===== src/include/uv_eprom_host_defines.vh =====
// constants for the uv eprom host-side controller
`ifndef UV_EPROM_HOST_DEFINES_VH
`define UV_EPROM_HOST_DEFINES_VH
`define ADDR_W 14
`define DATA_W 8
`define WORD_COUNT 16384
`define ERASED_WORD 8'hff
`define PULSE_TIME_NS 100000
`define CLK_PERIOD_NS 10
`define PULSE_CYCLES (`PULSE_TIME_NS / `CLK_PERIOD_NS)
`define SETTLE_CYCLES 4
`define MAX_PULSES 25
`define PARITY_BIT 7
`define CMD_READ 3'h0
`define CMD_PROGRAM 3'h1
`define CMD_IDENT 3'h2
`define CMD_FINAL_VERIFY 3'h3
`define CMD_STANDBY 3'h4
`endif


===== src/hw/pulse_timer.v =====
// down-counter timing program pulses and settle intervals
`default_nettype none
module pulse_timer #(
  parameter WIDTH = 14
) (
  input wire clk,
  input wire rst,
  input wire start,
  input wire [WIDTH-1:0] load,
  output reg done
);
  reg [WIDTH-1:0] count;
  reg running;
  always @(posedge clk) begin
    if (rst) begin
      count <= {WIDTH{1'b0}};
      running <= 1'b0;
      done <= 1'b0;
    end else begin
      done <= 1'b0;
      if (start) begin
        count <= load;
        running <= 1'b1;
      end else if (running) begin
        if (count <= {{(WIDTH-1){1'b0}}, 1'b1}) begin
          running <= 1'b0;
          done <= 1'b1;
        end else begin
          count <= count - {{(WIDTH-1){1'b0}}, 1'b1};
        end
      end
    end
  end
endmodule
`default_nettype wire


===== src/hw/uv_eprom_host.v =====
// host controller driving the pins of a 16k x 8 uv eprom
// Functional notes
// - program mode needs programming voltage, chip select and strobe low.
// - programmer presents the whole eight-bit word on the data lines.
// - 100 us pulses, verify after each, repeat until match or limit.
// - pulse loop at 6.25 V supply; final whole-array verify at 5.25 V.
// - parallel parts share inputs; high chip select inhibits programming.
// - verify with output enable, chip select low, strobe high, vpp on.
// - identification mode by high voltage on address line nine.
// - in identification all address lines but nine and zero are held low.
// - memory drives only with chip select and output enable low.
// - chip select is the device select; output enable is the read strobe.
`default_nettype none
`include "uv_eprom_host_defines.vh"
module uv_eprom_host #(
  parameter PULSE_CYCLES = `PULSE_CYCLES,
  parameter MAX_PULSES = `MAX_PULSES,
  parameter SETTLE_CYCLES = `SETTLE_CYCLES
) (
  input wire clk,
  input wire rst,
  input wire cmd_valid,
  input wire [2:0] cmd_op,
  input wire [`ADDR_W-1:0] cmd_addr,
  input wire [`DATA_W-1:0] cmd_data,
  output reg cmd_ready,
  output reg rsp_valid,
  output reg [`DATA_W-1:0] rsp_data,
  output reg rsp_fail,
  output reg rsp_parity_ok,
  output reg [7:0] rsp_pulses,
  output reg [`ADDR_W-1:0] address_lines,
  output reg address_line_nine_high,
  output reg [`DATA_W-1:0] data_lines_out,
  output reg data_lines_oe,
  input wire [`DATA_W-1:0] data_lines_in,
  output reg chip_select_n,
  output reg output_enable_n,
  output reg program_strobe_n,
  output reg vpp_program_on,
  output reg vcc_program_level,
  output reg vcc_verify_level
);
  // ****************************************
  // states
  // ****************************************
  localparam S_IDLE = 7'h01;
  localparam S_SETUP = 7'h02;
  localparam S_PULSE = 7'h04;
  localparam S_RECOVER = 7'h08;
  localparam S_SAMPLE = 7'h10;
  localparam S_DONE = 7'h20;
  localparam S_PARK = 7'h40;
  localparam TW = 14;
  // timer adds two cycles of latency, so load short to keep the strobe low exactly PULSE_CYCLES
  localparam integer PULSE_LOAD = PULSE_CYCLES - 2;

  reg [6:0] state;
  reg [2:0] op;
  reg [7:0] pulses;
  reg tstart;
  reg [TW-1:0] tload;
  wire tdone;

  pulse_timer #(.WIDTH(TW)) timer (
    .clk(clk),
    .rst(rst),
    .start(tstart),
    .load(tload),
    .done(tdone)
  );

  function odd_parity;
    input [7:0] b;
    begin
      odd_parity = ^b;
    end
  endfunction

  // ****************************************
  // sequencer
  // ****************************************
  always @(posedge clk) begin
    if (rst) begin
      state <= S_IDLE;
      op <= `CMD_STANDBY;
      pulses <= 8'h00;
      tstart <= 1'b0;
      tload <= {TW{1'b0}};
      cmd_ready <= 1'b0;
      rsp_valid <= 1'b0;
      rsp_data <= 8'h00;
      rsp_fail <= 1'b0;
      rsp_parity_ok <= 1'b0;
      rsp_pulses <= 8'h00;
      address_lines <= {`ADDR_W{1'b0}};
      address_line_nine_high <= 1'b0;
      data_lines_out <= 8'h00;
      data_lines_oe <= 1'b0;
      chip_select_n <= 1'b1;
      output_enable_n <= 1'b1;
      program_strobe_n <= 1'b1;
      vpp_program_on <= 1'b0;
      vcc_program_level <= 1'b0;
      vcc_verify_level <= 1'b0;
    end else begin
      tstart <= 1'b0;
      rsp_valid <= 1'b0;
      case (state)
        S_IDLE: begin
          cmd_ready <= 1'b1;
          if (cmd_valid && cmd_ready) begin
            cmd_ready <= 1'b0;
            op <= cmd_op;
            pulses <= 8'h00;
            // identification forces other address lines low
            if (cmd_op == `CMD_IDENT) begin
              // bit zero picks maker or device byte
              address_lines <= {{(`ADDR_W-1){1'b0}}, cmd_addr[0]};
            end else begin
              address_lines <= cmd_addr;
            end
            data_lines_out <= cmd_data;
            if (cmd_op == `CMD_STANDBY) begin
              state <= S_DONE;
            end else begin
              chip_select_n <= 1'b0;
              address_line_nine_high <= (cmd_op == `CMD_IDENT);
              vcc_program_level <= (cmd_op == `CMD_PROGRAM);
              vcc_verify_level <= (cmd_op == `CMD_FINAL_VERIFY);
              vpp_program_on <= (cmd_op == `CMD_PROGRAM);
              tload <= SETTLE_CYCLES[TW-1:0];
              tstart <= 1'b1;
              state <= S_SETUP;
            end
          end
        end
        S_SETUP: begin
          if (tdone) begin
            if (op == `CMD_PROGRAM) begin
              // host drives data from strobe start until the recovery settle ends
              data_lines_oe <= 1'b1;
              output_enable_n <= 1'b1;
              // strobe low with vpp and chip select
              program_strobe_n <= 1'b0;
              tload <= PULSE_LOAD[TW-1:0];
              tstart <= 1'b1;
              state <= S_PULSE;
            end else begin
              output_enable_n <= 1'b0;
              tload <= SETTLE_CYCLES[TW-1:0];
              tstart <= 1'b1;
              state <= S_SAMPLE;
            end
          end
        end
        S_PULSE: begin
          if (tdone) begin
            // end of one 100 us pulse
            program_strobe_n <= 1'b1;
            pulses <= pulses + 8'h01;
            tload <= SETTLE_CYCLES[TW-1:0];
            tstart <= 1'b1;
            state <= S_RECOVER;
          end
        end
        S_RECOVER: begin
          if (tdone) begin
            data_lines_oe <= 1'b0;
            // verify with strobe high, vpp still on
            output_enable_n <= 1'b0;
            tload <= SETTLE_CYCLES[TW-1:0];
            tstart <= 1'b1;
            state <= S_SAMPLE;
          end
        end
        S_SAMPLE: begin
          if (tdone) begin
            rsp_data <= data_lines_in;
            if (op == `CMD_PROGRAM) begin
              if (data_lines_in == data_lines_out || pulses >= MAX_PULSES[7:0]) begin
                rsp_fail <= (data_lines_in != data_lines_out);
                state <= S_PARK;
              end else begin
                output_enable_n <= 1'b1;
                data_lines_oe <= 1'b1;
                program_strobe_n <= 1'b0;
                tload <= PULSE_LOAD[TW-1:0];
                tstart <= 1'b1;
                state <= S_PULSE;
              end
            end else begin
              // a one wanted where a zero is stored is unreachable
              rsp_fail <= (op == `CMD_FINAL_VERIFY) && (data_lines_in != cmd_data);
              state <= S_PARK;
            end
            // odd parity check on every sampled byte, id bytes included
            rsp_parity_ok <= odd_parity(data_lines_in);
          end
        end
        S_PARK: begin
          // back to standby, memory releases the lines
          output_enable_n <= 1'b1;
          chip_select_n <= 1'b1;
          program_strobe_n <= 1'b1;
          vpp_program_on <= 1'b0;
          vcc_program_level <= 1'b0;
          vcc_verify_level <= 1'b0;
          address_line_nine_high <= 1'b0;
          data_lines_oe <= 1'b0;
          state <= S_DONE;
        end
        S_DONE: begin
          rsp_valid <= 1'b1;
          rsp_pulses <= pulses;
          if (op == `CMD_STANDBY) begin
            rsp_fail <= 1'b0;
            chip_select_n <= 1'b1;
          end
          state <= S_IDLE;
        end
        default: begin
          state <= S_IDLE;
        end
      endcase
    end
  end
endmodule
`default_nettype wire


===== config.mk =====
export PLATFORM = sky130hd
export DESIGN_NAME = uv_eprom_host
export DESIGN_NICKNAME = d
export VERILOG_FILES = /design/src/hw/pulse_timer.v /design/src/hw/uv_eprom_host.v
export VERILOG_INCLUDE_DIRS = /design/src /design/src/include
export SDC_FILE = /design/constraint.sdc
export NUM_CORES = 1
export LEC_CHECK = 0
export BUFFER_PORTS_ARGS = -buffer_cell sky130_fd_sc_hd__buf_2
export CAP_MARGIN = 30
export CORE_MARGIN = 1
export CORE_UTILIZATION = 45
export DETAILED_ROUTE_END_ITERATION = 7
export GPL_ROUTABILITY_DRIVEN = 0
export GPL_TIMING_DRIVEN = 1
export MAX_ROUTING_LAYER = met4
export PLACE_DENSITY = 0.79
export SLEW_MARGIN = 40
export SYNTH_ARGS = -nofsm -noshare
export SYNTH_HDL_FRONTEND = slang
export SYNTH_SLANG_ARGS = --single-unit

===== constraint.sdc =====
create_clock -name clk -period 3 [get_ports clk]
set_input_delay 0 -clock clk [delete_from_list [all_inputs] [get_ports clk]]
set_output_delay 0 -clock clk [all_outputs]
set_load 0.02 [all_outputs]

==> metrics.cfg <==
[outcome]
status = finished clean

[clocking]
cts_tree = yes
post_cts_resized = 0
clock_latency_ps = 360
htree_levels = 3
ctsHoldBuffers = 33
clock_sinks = 86
postCtsSetupBuffers = 0
clk_pin_slew_ps = 100
cts_root_buf = clkbuf_8
numCtsBuffers = 9
max-clock-path-buffers = 2

[critical_path]
setup.worst_path.end_class = flop
required_ps = 3250
crit_type = reg -> reg
cp-start-kind = flop
crit_fanout = 13
arrival_ps = 2770

[grt]
antenna_found_initial = 0
grt-ovfl-total = 0
grt_pass1_vias = 3633
grt_max_degree = 32
grtUsageTotal_pct = 24.5
grt_pass1_wl_mm = 17.0

[pwr]
total_leakage_power_nw = 2.05
power_density_mw_per_mm2 = 628
ir_drop_mv = 0.315
p_total_mw = 3.16

[yosys]
syn_inst = 449
synth_ff_type = dfxtp_1
syn-num-nets = 490
synth_cell_types = 52
ys_seq_elements = 86
synth_seq_area_share_pct = 43.1
synth_area_mm2 = 0.00399
avgSynthCellArea_um2 = 8.89
synth_edf_count = 0
ys_warn_count = 0
synthArstFlopShare_pct = 0

[finish]
final_util_pct = 59.9
n_antenna_cell = 0
final-seq-area_mm2 = 0.00172
fin_area_mm2 = 0.00502
multi_input_area_mm2 = 0.00212
area_growth_pct = 25.9
fill_cells = 708
drive_above_1_share_pct = 21.6
nNetsFinal = 600

[die]
die-area_mm2 = 0.00925
rows = 33
die_h_um = 96.2
io_pins = 86
start_util_pct = 47.6
die_w_um = 96.2
core_mm2 = 0.00838

[timing]
setup-tns-final_ps = 0
finalCriticalPeriod_ps = 2520
grt_setup_unrepaired = false
worst_pin_slew_ps = 851
period_share_pct = 84.0
final_max_slew_viol_count = 0
maxSlewHeadroom_pct = 43.1
setup_viol = 0
fin_skew_ps = 14.4
fmaxAchievable_mhz = 397
hold_viol_final = 0
holdWs_ps = 113

[detailed_routing]
drc = 0
avgViaCountPerCell = 5.64
vias = 3770
routed_wl_mm = 10.6
firstDrtPassIters = 5
final_antenna_net_count = 0
wl_per_cell_um = 15.9
drt_iter0_drc = 249

[flow_run]
cap_viol_max_count = 0

[placed_design]
place_area_mm2 = 0.00449
place_hpwl_mm = 6.87
port_buffers = 85

[hold_path]
holdCritPathClass = in -> reg

-- cell usage after synthesis, types with 4 or more instances --
| master | number | share of area, % |
|---|---|---|
| dfxtp_1 | 86 | 43 |
| nor2_1 | 63 | 5.9 |
| nand2_1 | 30 | 2.8 |
| a21oi_1 | 25 | 3.1 |
| xor2_1 | 22 | 4.8 |
| mux2i_1 | 21 | 5.3 |
| xnor2_1 | 21 | 4.6 |
| clkbuf_1 | 19 | 1.8 |
| a22o_1 | 13 | 2.9 |
| nor3_1 | 12 | 1.5 |
| nand3_1 | 11 | 1.4 |
| nor4_1 | 11 | 1.7 |
| inv_1 | 9 | 0.85 |
| nand4_1 | 9 | 1.4 |
| o21ai_0 | 8 | 1.0 |
| nand2b_1 | 7 | 1.1 |
| o21a_1 | 7 | 1.3 |
| or3_1 | 6 | 0.94 |
| a31oi_1 | 5 | 0.78 |
| buf_2 | 5 | 0.63 |
| ha_1 | 5 | 1.6 |
| a211oi_1 | 4 | 0.75 |
| nor4b_1 | 4 | 0.88 |
-- path summary, 6_finish.rpt --
kind | to | slack, ps | cells after the start | from
hold reg to reg | timer.done | 440 | 2 | timer.running
setup reg to reg | pulses[7] | 480 | 6 | state[1]
hold / removal | rsp_parity_ok | 110 | 2 | rst
setup / recovery | pulses[7] | 480 | 6 | state[1]
-- per-layer routing --
layer  up-vias  global-route usage [%]  routed length (µm)
met4         0                    9.95                 337
met5         -                       -                   0
met2       155                    41.7                5330
met1      1781                    28.4                4410
li1       1794                       -                   -
met3        40                    4.66                 560
-- logic make-up after synthesis --
| family | count (synthesis) | synth area share, % |
|---|---|---|
| buf+inv | 36 | 4.01 |
| simple gates | 174 | 22.0 |
| fa+ha+maj | 5 | 1.57 |
| xor+xnor | 43 | 9.44 |
| flops | 86 | 43.1 |
| compound gates | 83 | 14.3 |
| mux | 22 | 5.55 |
-- metrics by stage --
step	setup WS, ps	instances
2_1_floorplan	643	449
3_3_place_gp	576	620
3_5_place_dp	505	620
4_1_cts	493	669
5_1_grt	318	669
6_report	479	669
-- flip-flops by register name, summed over array words and instances (netlist names), 2 cells and up --
register,cells
address_lines,14
data_lines_out,8
op,3
pulses,8
rsp_data,8
rsp_pulses,8
state,7
timer.count,14
tload,2
-- placed cells by master, fill, tap and decap left out, drive strengths merged, types with 11 or more instances in the layout --
cell type	synthesis	routed
nand3	11	11
buf	8	93
dfxtp	86	86
dlygate4sd3	0	33
mux2i	21	21
xor2	22	22
inv	9	11
xnor2	21	21
a21oi	25	25
nor4	11	11
a22o	13	13
nand2	30	30
nor2	63	63
nor3	12	12
-- report_power, final --
group | switching, mW | internal, mW | leakage, nW
clock | 0.449 | 0.395 | 0.102
combinational | 0.552 | 0.384 | 1.25
sequential | 0.122 | 1.25 | 0.696
total | 1.12 | 2.03 | 2.05
-- final cells by class --
cell class	count	share of cell area, %
repair buffers	126	16.2
clock inverters	7	1.59
flip-flops and latches	86	34.3
well taps	105	2.61
multi-input cells	327	42.2
clock buffers	9	2.47
inverters	9	0.672
-- critical path, stage by stage (launching register included) --
cell and delay (ps):
dfxtp_1 430, or4_4 620, or3_4 420, a211oi_2 510, nand4b_1 210, xor2_1 180, nor2_1 50
Power figures use the tool's default switching activity.
